--- config.mk ---
export PLATFORM = sky130hd
export DESIGN_NAME = pmc_power_mode_controller
export DESIGN_NICKNAME = d
export VERILOG_FILES = /design/src/common/pmc_pkg.sv /design/src/logic/pmc_power_mode_controller.sv
export VERILOG_INCLUDE_DIRS = /design/src /design/src/common
export SDC_FILE = /design/constraint.sdc
export NUM_CORES = 1
export LEC_CHECK = 0
export BUFFER_PORTS_ARGS = -buffer_cell sky130_fd_sc_hd__buf_2
export CAP_MARGIN = 25
export CELL_PAD_IN_SITES_DETAIL_PLACEMENT = 0
export CELL_PAD_IN_SITES_GLOBAL_PLACEMENT = 1
export CORE_UTILIZATION = 45
export CTS_CLUSTER_SIZE = 8
export DETAILED_ROUTE_END_ITERATION = 7
export GPL_TIMING_DRIVEN = 0
export PLACE_DENSITY = 0.85
export SETUP_SLACK_MARGIN = 0.2
export SYNTH_ARGS = -nofsm -noshare
export SYNTH_HDL_FRONTEND = slang
export SYNTH_SLANG_ARGS = --single-unit
--- constraint.sdc ---
create_clock -name ref_clk -period 3.3 [get_ports ref_clk]
set_input_delay 0.495 -clock ref_clk [delete_from_list [all_inputs] [get_ports ref_clk]]
set_output_delay 0.495 -clock ref_clk [all_outputs]
set_load 0.005 [all_outputs]
--- src/common/pmc_defines.svh ---
`ifndef PMC_DEFINES_SVH
`define PMC_DEFINES_SVH
// Overview of operation
// RULE1: Four user run modes, own clock sets.
// RULE2: Each run mode has its own configuration register.
// RULE3: Run mode switches finish within few cycles.
// RULE4: Reset enters default run mode, gateway to runs.
// RULE5: Boot assist runs only in default run mode.
// RULE6: Wait gates core clock, peripherals full speed.
// RULE7: Interrupt wakes core quickly from wait.
// RULE8: Halt gates core, peripherals normal or slow.
// RULE9: Halt may drop PLL, regulator, flash; slower wake.
// RULE10: Halt PLL follows configuration, default off.
// RULE11: Stop gates core, peripherals, forces PLL off.
// RULE12: Stop halts oscillator unless kept running.
// RULE13: Stop keeps real-time clock and wakeup timer; the code keeps each only while its stop_cfg bit is set.
// RULE14: Stop optionally keeps fast and slow RC.
// RULE15: Standby keeps lowest 8K or all RAM.
// RULE16: Software saves context before standby.
// RULE17: Standby exits on pin, timer or clock event.
// RULE18: Eighteen fixed wakeup pins enabled together; the code enables each pin by its own wake_en bit.
// RULE19: Enabled non-maskable interrupt locks its pin.
// RULE20: Three types; critical type blocked by enable.
// RULE21: Machine-check type unmaskable, not recoverable.
// RULE22: Held machine-check keeps interrupt asserted.
// RULE23: Mode commits only after resources confirmed stable.
// RULE24: Wakeup returns to configured mode; standby to default.

// Register byte offsets.
`define PMC_OFS_MODE_CTL 12'h000
`define PMC_OFS_MODE_STAT 12'h004
`define PMC_OFS_RUN_CFG0 12'h008
`define PMC_OFS_DEFAULT_RUN_MODE_CFG 12'h018
`define PMC_OFS_HALT_CFG 12'h01c
`define PMC_OFS_STOP_CFG 12'h020
`define PMC_OFS_STBY_CFG 12'h024
`define PMC_OFS_WAKE_EN 12'h028
`define PMC_OFS_WAKE_FLAG 12'h02c
`define PMC_OFS_NMI_CFG 12'h030
`define PMC_OFS_WAKE_RET 12'h034

// Mode codes.
`define PMC_MODE_DEFAULT_RUN_MODE 4'h0
`define PMC_MODE_RUN0 4'h1
`define PMC_MODE_RUN3 4'h4
`define PMC_MODE_WAIT 4'h5
`define PMC_MODE_HALT 4'h6
`define PMC_MODE_STOP 4'h7
`define PMC_MODE_STBY 4'h8

// Configuration word fields.
`define PMC_CFG_XOSC 0
`define PMC_CFG_FIRC 1
`define PMC_CFG_SIRC 2
`define PMC_CFG_PLL 3
`define PMC_CFG_FLASH 4
`define PMC_CFG_MREG 5
`define PMC_CFG_SLOW 6
`define PMC_CFG_PCLK_LO 8
`define PMC_CFG_RTC 16
`define PMC_CFG_PWT 17
`define PMC_CFG_RAM_ALL 18

// Control and status fields.
`define PMC_CTL_BOOT_DONE 8
`define PMC_STAT_BUSY 4
`define PMC_STAT_ERR 5
`define PMC_STAT_BOOT 6
`define PMC_NMI_CLR_HOLD 3
`define PMC_FLAG_PWT 18
`define PMC_FLAG_RTC 19

// Reset values.
`define PMC_RST_RUN_CFG 32'h0000_ff3f
`define PMC_RST_HALT_CFG 32'h0003_ff36
`define PMC_RST_STOP_CFG 32'h0003_0026
`define PMC_RST_STBY_CFG 32'h0003_0004
// Enables after reset: core, all peripherals, oscillators and supplies on; timers off.
`define PMC_RST_CTRL 20'hffbfc
`endif

--- src/common/pmc_pkg.sv ---
package pmc_pkg;
    // Sequencer phase.
    typedef enum logic {FSM_IDLE, FSM_SWITCH} pmc_fsm_t;

    // Clock, oscillator and power enables driven to the chip.
    typedef struct packed {
        logic core_clk;
        logic [7:0] periph_clk;
        logic periph_slow;
        logic xosc;
        logic firc;
        logic sirc;
        logic pll;
        logic flash;
        logic main_reg;
        logic main_pwr;
        logic ram_all;
        logic rtc;
        logic pwt;
    } pmc_ctrl_t;

    // Ready indications from the analog resources.
    typedef struct packed {
        logic xosc_ok;
        logic firc_ok;
        logic sirc_ok;
        logic pll_ok;
        logic flash_ok;
        logic reg_ok;
    } pmc_stable_t;

    // Whole module state.
    typedef struct packed {
        pmc_fsm_t fsm;
        logic [3:0] mode;
        logic [3:0] tgt;
        logic [3:0] prev_run;
        logic [3:0] ret_mode;
        logic [3:0][31:0] run_cfg;
        logic [31:0] default_run_mode_cfg;
        logic [31:0] halt_cfg;
        logic [31:0] stop_cfg;
        logic [31:0] stby_cfg;
        logic [17:0] wake_en;
        logic [19:0] wake_flag;
        logic [17:0] pin_q;
        logic nmi_en;
        logic [1:0] nmi_type;
        logic nmi_q;
        logic nmi_crit;
        logic mce_pulse;
        logic mce_held;
        logic boot_pend;
        logic err;
        pmc_ctrl_t ctrl;
        logic [31:0] prdata;
    } pmc_state_t;
endpackage

--- src/logic/pmc_power_mode_controller.sv ---
// The register offsets and the APB slave port are this design's own decisions.
`timescale 1ns/1ps
`include "pmc_defines.svh"

module pmc_power_mode_controller #(
    parameter int ADDR_W = 12
) (
    // Clock and reset.
    input wire logic ref_clk,
    input wire logic rst_n,
    // APB slave.
    input wire logic psel,
    input wire logic penable,
    input wire logic pwrite,
    input wire logic [ADDR_W-1:0] paddr,
    input wire logic [31:0] pwdata,
    output logic [31:0] prdata,
    output logic pready,
    output logic pslverr,
    // Resource readiness.
    input wire pmc_pkg::pmc_stable_t stable,
    // Enables to clocks, oscillators and supplies.
    output pmc_pkg::pmc_ctrl_t ctrl,
    // Mode status.
    output logic [3:0] mode,
    output logic busy,
    // Boot assist program.
    input wire logic boot_present,
    output logic boot_run,
    // Wakeup sources.
    input wire logic irq_pending,
    input wire logic [17:0] wake_pin,
    input wire logic pwt_evt,
    input wire logic rtc_evt,
    // Non-maskable interrupt.
    input wire logic nmi_pin,
    input wire logic core_crit_en,
    output logic nmi_crit_irq,
    output logic nmi_mce_irq,
    output logic nmi_pin_lock
);

    // The decode reads twelve address bits.
    initial begin
        if (ADDR_W < 12 || ADDR_W > 32) begin
            $error("ADDR_W out of range");
        end
    end

    // Present and next module state.
    pmc_pkg::pmc_state_t st_r;
    pmc_pkg::pmc_state_t st_nxt;

    // True for the default or a user run mode.
    function automatic logic is_run(input logic [3:0] m);
        is_run = (m <= `PMC_MODE_RUN3);
    endfunction

    // Offset decode for read, write and error paths.
    function automatic logic addr_ok(input logic [ADDR_W-1:0] a);
        logic [11:0] o;
        o = a[11:0];
        addr_ok = (a[1:0] == 2'h0) && (o <= `PMC_OFS_WAKE_RET);
    endfunction

    // Configuration word of a mode.
    function automatic logic [31:0] cfg_of(input pmc_pkg::pmc_state_t s,
                                           input logic [3:0] m);
        logic [3:0] r;
        r = is_run(m) ? m : (is_run(s.mode) ? s.mode : s.prev_run);
        unique case (m)
            `PMC_MODE_HALT: cfg_of = s.halt_cfg;
            `PMC_MODE_STOP: cfg_of = s.stop_cfg;
            `PMC_MODE_STBY: cfg_of = s.stby_cfg;
            default: begin
                // Wait reuses the run setup it was entered from.
                if (r == `PMC_MODE_DEFAULT_RUN_MODE) begin
                    cfg_of = s.default_run_mode_cfg;
                end else begin
                    cfg_of = s.run_cfg[2'(r - `PMC_MODE_RUN0)]; // see RULE2
                end
            end
        endcase
    endfunction

    // Mode and word to enables.
    function automatic pmc_pkg::pmc_ctrl_t ctrl_of(input logic [3:0] m,
                                                   input logic [31:0] c);
        pmc_pkg::pmc_ctrl_t k;
        k.core_clk = 1'b1;
        k.periph_clk = c[`PMC_CFG_PCLK_LO +: 8]; // see RULE1
        k.periph_slow = c[`PMC_CFG_SLOW];
        k.xosc = c[`PMC_CFG_XOSC];
        k.firc = c[`PMC_CFG_FIRC];
        k.sirc = c[`PMC_CFG_SIRC];
        k.pll = c[`PMC_CFG_PLL];
        k.flash = c[`PMC_CFG_FLASH];
        k.main_reg = 1'b1;
        k.main_pwr = 1'b1;
        k.ram_all = 1'b1;
        k.rtc = c[`PMC_CFG_RTC];
        k.pwt = c[`PMC_CFG_PWT];
        if (m == `PMC_MODE_WAIT) begin
            // Only the core stops; peripherals keep the run gating at full speed.
            k.core_clk = 1'b0; // see RULE6
            k.periph_slow = 1'b0; // see RULE6
        end else if (m == `PMC_MODE_HALT) begin
            // Halt may also drop the regulator; PLL and flash follow the word.
            k.core_clk = 1'b0; // see RULE8
            k.main_reg = c[`PMC_CFG_MREG]; // see RULE9
            k.pll = c[`PMC_CFG_PLL]; // see RULE10
        end else if (m == `PMC_MODE_STOP) begin
            k.core_clk = 1'b0; // see RULE11
            k.periph_clk = 8'h00; // see RULE11
            k.periph_slow = 1'b0;
            k.pll = 1'b0; // see RULE11
            // Oscillators and timers stay only where the word keeps them.
            k.xosc = c[`PMC_CFG_XOSC]; // see RULE12
            k.firc = c[`PMC_CFG_FIRC]; // see RULE14
            k.sirc = c[`PMC_CFG_SIRC]; // see RULE14
            k.rtc = c[`PMC_CFG_RTC]; // see RULE13
            k.pwt = c[`PMC_CFG_PWT]; // see RULE13
        end else if (m == `PMC_MODE_STBY) begin
            // Only the island survives: slow RC and timers where the word keeps them, and retained RAM.
            k.core_clk = 1'b0;
            k.periph_clk = 8'h00;
            k.periph_slow = 1'b0;
            k.xosc = 1'b0;
            k.firc = 1'b0;
            k.pll = 1'b0;
            k.flash = 1'b0;
            k.main_reg = 1'b0;
            k.main_pwr = 1'b0; // see RULE15
            k.ram_all = c[`PMC_CFG_RAM_ALL]; // see RULE15
        end
        ctrl_of = k;
    endfunction

    // Every requested resource reports ready.
    function automatic logic all_ok(input pmc_pkg::pmc_ctrl_t k,
                                    input pmc_pkg::pmc_stable_t s);
        all_ok = (!k.xosc || s.xosc_ok) && (!k.firc || s.firc_ok) &&
                 (!k.sirc || s.sirc_ok) && (!k.pll || s.pll_ok) &&
                 (!k.flash || s.flash_ok) && (!k.main_reg || s.reg_ok);
    endfunction

    // Register read mux.
    function automatic logic [31:0] rd_word(input pmc_pkg::pmc_state_t s,
                                            input logic [11:0] o);
        logic [31:0] v;
        v = 32'h0000_0000;
        unique case (o)
            `PMC_OFS_MODE_CTL: v[3:0] = s.tgt;
            `PMC_OFS_MODE_STAT: begin
                v[3:0] = s.mode;
                v[`PMC_STAT_BUSY] = (s.fsm == pmc_pkg::FSM_SWITCH);
                v[`PMC_STAT_ERR] = s.err;
                v[`PMC_STAT_BOOT] = s.boot_pend;
            end
            `PMC_OFS_DEFAULT_RUN_MODE_CFG: v = s.default_run_mode_cfg;
            `PMC_OFS_HALT_CFG: v = s.halt_cfg;
            `PMC_OFS_STOP_CFG: v = s.stop_cfg;
            `PMC_OFS_STBY_CFG: v = s.stby_cfg;
            `PMC_OFS_WAKE_EN: v[17:0] = s.wake_en;
            `PMC_OFS_WAKE_FLAG: v[19:0] = s.wake_flag;
            `PMC_OFS_NMI_CFG: v[2:0] = {s.nmi_type, s.nmi_en};
            `PMC_OFS_WAKE_RET: v[3:0] = s.ret_mode;
            default: begin
                // The four run words sit in a row.
                if (o >= `PMC_OFS_RUN_CFG0 && o < `PMC_OFS_DEFAULT_RUN_MODE_CFG) begin
                    v = s.run_cfg[2'((o - `PMC_OFS_RUN_CFG0) >> 2)];
                end
            end
        endcase
        rd_word = v;
    endfunction

    // Next-state logic for bus, sequencer, wakeup and interrupt routing.
    always_comb begin
        logic wr;
        logic [11:0] o;
        logic [3:0] req;
        logic req_ok;
        logic [17:0] edges;
        logic wake_any;
        logic wake;
        logic [3:0] back;
        wr = 1'b0;
        o = paddr[11:0];
        req = pwdata[3:0];
        req_ok = 1'b0;
        edges = 18'h00000;
        wake_any = 1'b0;
        wake = 1'b0;
        back = `PMC_MODE_DEFAULT_RUN_MODE;
        st_nxt = st_r;
        wr = psel && penable && pwrite && addr_ok(paddr);

        // Read data is captured at setup, held through access.
        if (psel && !penable) begin
            st_nxt.prdata = addr_ok(paddr) ? rd_word(st_r, o) : 32'h0000_0000;
        end

        // Plain configuration writes.
        if (wr) begin
            if (o >= `PMC_OFS_RUN_CFG0 && o < `PMC_OFS_DEFAULT_RUN_MODE_CFG) begin
                st_nxt.run_cfg[2'((o - `PMC_OFS_RUN_CFG0) >> 2)] = pwdata; // see RULE2
            end
            if (o == `PMC_OFS_DEFAULT_RUN_MODE_CFG) begin
                st_nxt.default_run_mode_cfg = pwdata;
            end
            if (o == `PMC_OFS_HALT_CFG) begin
                st_nxt.halt_cfg = pwdata;
            end
            if (o == `PMC_OFS_STOP_CFG) begin
                st_nxt.stop_cfg = pwdata;
            end
            if (o == `PMC_OFS_STBY_CFG) begin
                st_nxt.stby_cfg = pwdata;
            end
            if (o == `PMC_OFS_WAKE_EN) begin
                st_nxt.wake_en = pwdata[17:0]; // see RULE18
            end
            if (o == `PMC_OFS_WAKE_RET) begin
                st_nxt.ret_mode = pwdata[3:0];
            end
            if (o == `PMC_OFS_WAKE_FLAG) begin
                st_nxt.wake_flag = st_r.wake_flag & ~pwdata[19:0];
            end
            if (o == `PMC_OFS_NMI_CFG) begin
                // Once enabled the setup is frozen until reset.
                if (!st_r.nmi_en) begin
                    st_nxt.nmi_en = pwdata[0]; // see RULE19
                    st_nxt.nmi_type = pwdata[2:1]; // see RULE20
                end
                if (pwdata[`PMC_NMI_CLR_HOLD]) begin
                    st_nxt.mce_held = 1'b0;
                end
            end
            if (o == `PMC_OFS_MODE_STAT && pwdata[`PMC_STAT_ERR]) begin
                st_nxt.err = 1'b0;
            end
        end

        // Wakeup pins flag rising edges; a new event beats a clear.
        edges = wake_pin & ~st_r.pin_q;
        st_nxt.pin_q = wake_pin;
        st_nxt.wake_flag[17:0] = st_nxt.wake_flag[17:0] | (edges & st_r.wake_en); // see RULE18
        if (pwt_evt && st_r.ctrl.pwt) begin
            st_nxt.wake_flag[`PMC_FLAG_PWT] = 1'b1;
        end
        if (rtc_evt && st_r.ctrl.rtc) begin
            st_nxt.wake_flag[`PMC_FLAG_RTC] = 1'b1;
        end
        wake_any = |(st_r.wake_flag[17:0] & st_r.wake_en) |
                   st_r.wake_flag[`PMC_FLAG_PWT] | st_r.wake_flag[`PMC_FLAG_RTC]; // see RULE17

        // Which low-power modes each source may end.
        unique case (st_r.mode)
            `PMC_MODE_WAIT: wake = irq_pending; // see RULE7
            `PMC_MODE_HALT: wake = irq_pending || wake_any;
            `PMC_MODE_STOP: wake = irq_pending || wake_any;
            `PMC_MODE_STBY: wake = wake_any; // see RULE17
            default: wake = 1'b0;
        endcase
        back = is_run(st_r.ret_mode) ? st_r.ret_mode : st_r.prev_run; // see RULE24
        if (st_r.mode == `PMC_MODE_STBY) begin
            back = `PMC_MODE_DEFAULT_RUN_MODE; // see RULE24
        end

        // Any request is taken only from a running mode.
        req_ok = (req <= `PMC_MODE_STBY) && is_run(st_r.mode); // see RULE4

        // Sequencer: enables first, commit once confirmed.
        unique case (st_r.fsm)
            pmc_pkg::FSM_IDLE: begin
                if (wr && o == `PMC_OFS_MODE_CTL) begin
                    if (pwdata[`PMC_CTL_BOOT_DONE]) begin
                        st_nxt.boot_pend = 1'b0;
                    end
                    if (req_ok) begin
                        st_nxt.tgt = req;
                        st_nxt.fsm = pmc_pkg::FSM_SWITCH;
                        st_nxt.ctrl = ctrl_of(req, cfg_of(st_r, req)); // see RULE3
                        if (is_run(st_r.mode)) begin
                            st_nxt.prev_run = st_r.mode;
                        end
                    end else begin
                        st_nxt.err = 1'b1;
                    end
                end else if (wake) begin
                    st_nxt.tgt = back;
                    st_nxt.fsm = pmc_pkg::FSM_SWITCH;
                    st_nxt.ctrl = ctrl_of(back, cfg_of(st_r, back)); // see RULE9
                    if (st_r.mode == `PMC_MODE_STBY) begin
                        st_nxt.boot_pend = 1'b1;
                    end
                end
            end
            pmc_pkg::FSM_SWITCH: begin
                // Requests made while switching are refused.
                if (wr && o == `PMC_OFS_MODE_CTL) begin
                    st_nxt.err = 1'b1;
                end
                if (all_ok(st_r.ctrl, stable)) begin
                    st_nxt.mode = st_r.tgt; // see RULE23
                    st_nxt.fsm = pmc_pkg::FSM_IDLE;
                end
            end
        endcase

        // Non-maskable interrupt routing by type.
        st_nxt.nmi_q = nmi_pin;
        st_nxt.nmi_crit = st_r.nmi_en && (st_r.nmi_type == 2'h0) &&
                          nmi_pin && core_crit_en; // see RULE20
        st_nxt.mce_pulse = st_r.nmi_en && (st_r.nmi_type == 2'h1) &&
                           nmi_pin && !st_r.nmi_q; // see RULE21
        if (st_r.nmi_en && st_r.nmi_type == 2'h2 && nmi_pin) begin
            st_nxt.mce_held = 1'b1; // see RULE22
        end
    end

    // State register; reset lands in default run.
    always_ff @(posedge ref_clk or negedge rst_n) begin
        if (!rst_n) begin
            st_r <= '0;
            st_r.fsm <= pmc_pkg::FSM_IDLE;
            st_r.mode <= `PMC_MODE_DEFAULT_RUN_MODE; // see RULE4
            st_r.tgt <= `PMC_MODE_DEFAULT_RUN_MODE;
            st_r.prev_run <= `PMC_MODE_DEFAULT_RUN_MODE;
            st_r.ret_mode <= `PMC_MODE_DEFAULT_RUN_MODE;
            st_r.run_cfg <= {4{`PMC_RST_RUN_CFG}};
            st_r.default_run_mode_cfg <= `PMC_RST_RUN_CFG;
            st_r.halt_cfg <= `PMC_RST_HALT_CFG;
            st_r.stop_cfg <= `PMC_RST_STOP_CFG;
            st_r.stby_cfg <= `PMC_RST_STBY_CFG;
            st_r.boot_pend <= 1'b1;
            st_r.ctrl <= `PMC_RST_CTRL;
        end else begin
            st_r <= st_nxt;
        end
    end

    // Ports.
    assign prdata = st_r.prdata;
    assign pready = 1'b1;
    assign pslverr = psel && penable && !addr_ok(paddr);
    assign ctrl = st_r.ctrl;
    assign mode = st_r.mode;
    assign busy = (st_r.fsm == pmc_pkg::FSM_SWITCH);
    assign boot_run = st_r.boot_pend && boot_present &&
                      (st_r.mode == `PMC_MODE_DEFAULT_RUN_MODE); // see RULE5
    assign nmi_crit_irq = st_r.nmi_crit;
    assign nmi_mce_irq = st_r.mce_pulse || st_r.mce_held;
    assign nmi_pin_lock = st_r.nmi_en; // see RULE19

endmodule
## Word level (Yosys, flattened, before mapping)

Index checks and enable logic that the tools add are counted.

- Reduce and logical (&&, ||, !) cells: 82
- $add $sub $neg: 3
- Muxes and demuxes: 87
- Order comparisons: 12
- Equal/unequal tests: 25
- Bitwise logic cells: 11

Operator list:

| operator | count |
|---|---|
| 32-bit binary-select mux with 2-bit select | 3 |
| 128-bit bitwise mux | 1 |
| 32-bit 2-to-1 mux | 4 |
| 19-bit case mux with 3 select lines | 2 |
| 20-bit 2-to-1 mux | 5 |
| 11-bit case mux with 7 select lines | 1 |
| 19-bit 2-to-1 mux | 4 |
| 12-bit by 6-bit equality test with 1-bit output (second input constant) | 6 |
| 12-bit 2-to-1 mux | 6 |
| 32-bit demux with 2-bit select | 1 |
| 12-bit case mux with 5 select lines | 1 |
| 18-bit bitwise AND | 3 |
| 4-bit 2-to-1 mux | 11 |
| 4-bit by 3-bit equality test with 1-bit output (second input constant) | 9 |
| 1-bit 2-to-1 mux | 32 |
| 3-bit case mux with 10 select lines | 1 |
| 1-bit logical AND | 28 |
| 12-bit by 5-bit equality test with 1-bit output (second input constant) | 2 |
| 8-bit 2-to-1 mux | 3 |
| 3-bit case mux with 8 select lines | 1 |
| 2-bit AND reduction | 11 |
| 20-bit bitwise AND | 1 |
| 10-bit 2-to-1 mux | 2 |
| 20-bit NOT | 1 |
| other kinds (38) | 81 |

- Word-level logic and storage cells: 260
- Register bits after elaboration: 390

## Longest topological paths before layout

- Word-level depth: 16
- Gate-level depth with buffers: 14

## Least setup slack after synthesis

No wires, ideal clock.

- Path kind: flip-flop to flip-flop
- From: register st_r[375] (netlist name)
- To: register ctrl[14] (netlist name)
- Path slack: -0.298 ns
- Stages on the path, launching flop included: 15
- Period minus slack after synthesis: 3.598 ns
- Arrival: 3.508 ns
- Setup time: 0.091 ns
- Path through: dfrtp_1 > clkbuf_1 > o21a_1 > o22ai_1 > mux2i_2 > buf_2 > buf_2 > inv_1 > ha_1 > inv_1 > clkbuf_1 > mux4_2 > or3_1 > o2111ai_1 > o211ai_1

- Cells in the longest elaborated chain, start to end: 16
- Elaborated cells between the ends (all ways): 21
- Classes of those cells: add/sub (1); order compare (2); eq/ne (4); mux (13); reduce/logical (1)

RTL lines:

| element | line | RTL |
|---|---|---|
| from (decl) | pmc_power_mode_controller.sv:51 | `pmc_pkg::pmc_state_t st_r;` |
| from (signal assigned) | pmc_power_mode_controller.sv:340 | `st_r <= st_nxt;` |
| 4-bit by 3-bit less-or-equal comparator with 1-bit output (no line) | n/a |  |
| 4-bit 2-to-1 mux (*) | pmc_power_mode_controller.sv:266 | `back = is_run(st_r.ret_mode) ? st_r.ret_mode : st_r.prev_run;` |
| 4-bit 2-to-1 mux (*) | pmc_power_mode_controller.sv:267 | `` if (st_r.mode == `PMC_MODE_STBY) begin `` |
| 4-bit by 3-bit less-or-equal comparator with 1-bit output (no line) | n/a |  |
| 4-bit 2-to-1 mux | pmc_power_mode_controller.sv:70 | `r = is_run(m) ? m : (is_run(s.mode) ? s.mode : s.prev_run);` |
| 2-bit by 1-bit subtractor with 2-bit output (no line) | n/a |  |
| 32-bit binary-select mux with 2-bit select | pmc_power_mode_controller.sv:80 | `` cfg_of = s.run_cfg[2'(r - `PMC_MODE_RUN0)]; `` |
| 19-bit 2-to-1 mux | pmc_power_mode_controller.sv:80 |  |
| 19-bit 2-to-1 mux | pmc_power_mode_controller.sv:77 | `` if (r == `PMC_MODE_DEFAULT_RUN_MODE) begin `` |
| 19-bit case mux with 3 select lines | pmc_power_mode_controller.sv:71 | `unique case (m)` |
| 12-bit 2-to-1 mux | pmc_power_mode_controller.sv:123 | `` end else if (m == `PMC_MODE_STBY) begin `` |
| 12-bit 2-to-1 mux | pmc_power_mode_controller.sv:112 | `` end else if (m == `PMC_MODE_STOP) begin `` |
| 12-bit 2-to-1 mux | pmc_power_mode_controller.sv:107 | `` end else if (m == `PMC_MODE_HALT) begin `` |
| 8-bit 2-to-1 mux (*) | pmc_power_mode_controller.sv:103 | `` if (m == `PMC_MODE_WAIT) begin `` |
| 20-bit 2-to-1 mux (*) | pmc_power_mode_controller.sv:291 | `end else if (wake) begin` |
| 20-bit 2-to-1 mux (*) | pmc_power_mode_controller.sv:277 | `` if (wr && o == `PMC_OFS_MODE_CTL) begin `` |

Every way passes the cells marked *; elsewhere a longest branch is shown, timed or not. The select of a mux whose other input is x is not followed.
A chain may end at the register's enable or synchronous reset.

## Worst setup path in the final report

- From: register mode[2] (netlist name)
- To: register ctrl[6] (netlist name)

- Cells in the longest elaborated chain, start to end: 15
- Elaborated cells between the ends (all ways): 43
- Classes of those cells: add/sub (2); order compare (2); eq/ne (9); mux (24); reduce/logical (6)

RTL lines:

| element | line | RTL |
|---|---|---|
| 4-bit equality test | pmc_power_mode_controller.sv:259 | `unique case (st_r.mode)` |
| 4-bit 2-to-1 mux | pmc_power_mode_controller.sv:267 |  |
| 4-bit by 3-bit less-or-equal comparator with 1-bit output (no line) | n/a |  |
| 4-bit 2-to-1 mux | pmc_power_mode_controller.sv:70 |  |
| 2-bit by 1-bit subtractor with 2-bit output (no line) | n/a |  |
| 32-bit binary-select mux with 2-bit select | pmc_power_mode_controller.sv:80 |  |
| 19-bit 2-to-1 mux | pmc_power_mode_controller.sv:80 |  |
| 19-bit 2-to-1 mux | pmc_power_mode_controller.sv:77 |  |
| 19-bit case mux with 3 select lines | pmc_power_mode_controller.sv:71 |  |
| 5-bit 2-to-1 mux | pmc_power_mode_controller.sv:123 |  |
| 1-bit 2-to-1 mux | pmc_power_mode_controller.sv:112 |  |
| 1-bit 2-to-1 mux | pmc_power_mode_controller.sv:107 |  |
| 10-bit 2-to-1 mux | pmc_power_mode_controller.sv:103 |  |
| 20-bit 2-to-1 mux | pmc_power_mode_controller.sv:291 |  |
| 20-bit 2-to-1 mux | pmc_power_mode_controller.sv:277 |  |

Several ways; a longest one is shown, not always the timed one. The select of a mux whose other input is x is not followed.

==> results.tsv <==
metric	value	unit
Crit Path Max Fanout	10	
Slew Limit Fails	0	
status	finished, final reports clean	
Clock Skew	0.0231	ns
vias per cell	6.17	
Die W	211	um
# fillers	3618	
Routed Antenna Nets	0	
Mapped Cells	1516	
Buffers & Inverters on Critical Path	4	
synth top area cells	dfrtp_1 (36%), mux2_2 (16%), dfstp_2 (15%)	
maxcap violations	0	
Nets	1821	
syn nets	1597	
Seq cells post-synth	390	
TritonCTS Buffers	54	
most frequent cell after synthesis	dfrtp_1	
Initial Util	45.6	%
GRT Total Usage	28.9	%
Pwr per Cell Area	451	mW/mm^2
die area	0.0445	mm^2
post-synth cell types	75	
VDD IR max	0.343	mV
Final Cell Area	0.0234	mm^2
Worst setup SP type	flip-flop	
worst hold path type	input pin to flip-flop	
Placed Area	0.0212	mm^2
Crit Path Class	flip-flop to flip-flop	
share of cells above drive strength 1	46.8	%
post-synthesis adder-cell area fraction	0.178	%
I/O Buffers	125	
final core occ	54.4	%
largest net degree at the start of global routing	131	
Fin. Hold Viols	0	
Synth Area in Compound Gates	11.7	%
WL final	63300	um
RSZ-0062 raised after global routing	yes	
core area	0.0431	mm^2
vias	14600	
final setup fails	0	
critical path's slowest cell	dfrtp_2	
mux share of post-synthesis cell area	26.4	%
Iter 0 DRT Violations	1502	
slew margin rel.	24.0	%
prevailing post-synth register cell	dfrtp_1	
worst endpoint required time	3.82	ns
Die Span Y	211	um
Final period util	96.3	%
H-tree levels	2	
total congestion overflow	0	
post-synth top area cell	dfrtp_1	
sequential share of the synthesized area	50.4	%
Syn. warnings	0	
Area Overhead vs Synth	19.4	%
Final GP Congestion	0.967	
Ant. Diodes	0	
Worst path max stage delay	0.44	ns
critical-path cell list	clkbuf_8 > a211oi_4 > o22ai_2 > a21oi_4 > buf_12 > ha_1 > inv_1 > nor2_2 > clkbuf_4 > a222oi_1 > a21o_1 > a21oi_1	
Root Buffer	clkbuf_16	
post-synth top area share	35.7	%
detailed-router iteration count before antenna repair	7	
Cell Rows	76	
DR WL/cell	26.7	um
Post-synth EDFFs	0	
DRC violations left	0	
clock tree sinks	390	
CTS tree	yes	
Cell Area, Synth	0.0196	mm^2
number of global-route vias before repair	14800	
clk_lat worst skew	0.63	ns
clk buf depth	3	
largest family of logic cells by synthesized area	multiplexers	
R2R Setup Slk	0.12	ns
Max Clk Rate	315	MHz
Syn Area/Cell	12.9	um^2
CP top delay family	compound AO/OA/AOI/OAI gates	
Ports	142	
most instantiated cells after synthesis	dfrtp_1 (280), mux2_2 (273), nand2_1 (119)	
xor-xnor portion of the synthesized cell area	0.0446	%
worst slew pin tran	1.14	ns
first-pass GRT wire length	94900	um
HPWL Detailed	44500	um
post-synthesis simple-gate area fraction	6.22	%
crit path DAT	3.70	ns
Crit. End Element	flip-flop	
Tmin final	3.18	ns
antenna violations before repair	2	
P_leak	10.7	nW
Worst-path clk slew	0.06	ns
Post-synth ARST share	100	%
[per-stage QoR]
step	instances	total power, mW	worst slack, ns	hold WS [ns]	TNS, ns
2_1_floorplan	1516	5.06	0.212	0.199	0
3_3_place_gp	2226	5.31	-5.64	0.394	-2011.32
3_5_place_dp	2231	5.34	-1.47	0.400	-65.74
4_1_cts	2357	10.6	0.180	0.000464	0
5_1_grt	2369	10.9	0.0796	0.0135	0
6_report	2369	10.6	0.120	0.0139	0
[state kept, by name, summed over array words and instances (netlist names)]
register and flops:
prdata 32, busy 1, mode 4, nmi_crit_irq 1, nmi_pin_lock 1, st_r 331
ctrl 20
[cells in the final DEF, fill, tap and decap left out, types with 6 or more instances in the layout]
| master | instances |
|---|---|
| dfrtp_1 | 275 |
| mux2_2 | 273 |
| buf_2 | 154 |
| nand2_1 | 118 |
| dfstp_2 | 110 |
| buf_4 | 92 |
| clkbuf_1 | 92 |
| mux4_2 | 75 |
| clkbuf_16 | 55 |
| a22o_1 | 46 |
| nor2_1 | 37 |
| a22oi_1 | 37 |
| o21ai_0 | 28 |
| a222oi_1 | 24 |
| mux2i_1 | 23 |
| a21oi_1 | 22 |
| o2bb2ai_1 | 18 |
| nor3_1 | 17 |
| inv_1 | 15 |
| mux2_1 | 15 |
| a21o_1 | 14 |
| a221o_1 | 14 |
| a221oi_1 | 12 |
| dlygate4sd3_1 | 11 |
| or3_1 | 10 |
| o211ai_1 | 10 |
| o22ai_1 | 8 |
| and2_1 | 7 |
| o2111ai_1 | 7 |
| nand3_1 | 6 |
| nor4_1 | 6 |
| a211oi_1 | 6 |
| buf_1 | 6 |
[final timing paths]
| path | startpoint | end | depth (start not counted) |
|---|---|---|---|
| worst max-delay path | mode[2] | ctrl[6] | 12 |
| worst min-delay path | wake_pin[16] | st_r[77] | 1 |
| worst max register to register | mode[2] | ctrl[6] | 12 |
| worst min register to register | st_r[57] | st_r[55] | 1 |
| max in group asynchronous | rst_n | st_r[114] | 5 |
| min in group asynchronous | rst_n | nmi_crit_irq | 2 |
[what timing repair did]
action / in CTS / in global routing
hold endpoints to repair: 39 / 0
hold buffers: 11 / 0
gates resized for setup: 58 / 30
buffers inserted: 15 / 12
setup endpoints to repair: 33 / 27
pin swaps: 5 / 7
[routing by layer]
layer	GRT usage (%)	share of wire (%)	vias to the layer above
met5	0	0.016	-
met4	14.0	4.5	2
met1	39.9	42	7623
met3	6.08	7.9	151
met2	43.5	45	677
li1	-	-	6170
[cells by family after synthesis]
group,Yosys count
flops,390
compound gates,292
buf+inv,188
simple gates,254
fa+ha+maj,3
other cells,1
xor+xnor,1
mux,387
[layout make-up]
| type | count | area, um^2 | area share [%] |
|---|---|---|---|
| clock buffers | 97 | 1520 | 6.50 |
| multi-input cells | 938 | 8960 | 38.2 |
| flip-flops and latches | 390 | 9900 | 42.2 |
| clock inverters | 3 | 90.1 | 0.384 |
| well taps | 585 | 732 | 3.12 |
| plain buffers | 171 | 1060 | 4.53 |
| repair buffers | 168 | 1090 | 4.64 |
| inverters | 17 | 83.8 | 0.358 |
[power breakdown]
group / internal, mW / switching, mW
registers: 4.81 / 0.00422
clock network: 3.11 / 2.16
logic: 0.137 / 0.347
total: 8.05 / 2.51
No activity file was read; power rests on OpenSTA's default activity.
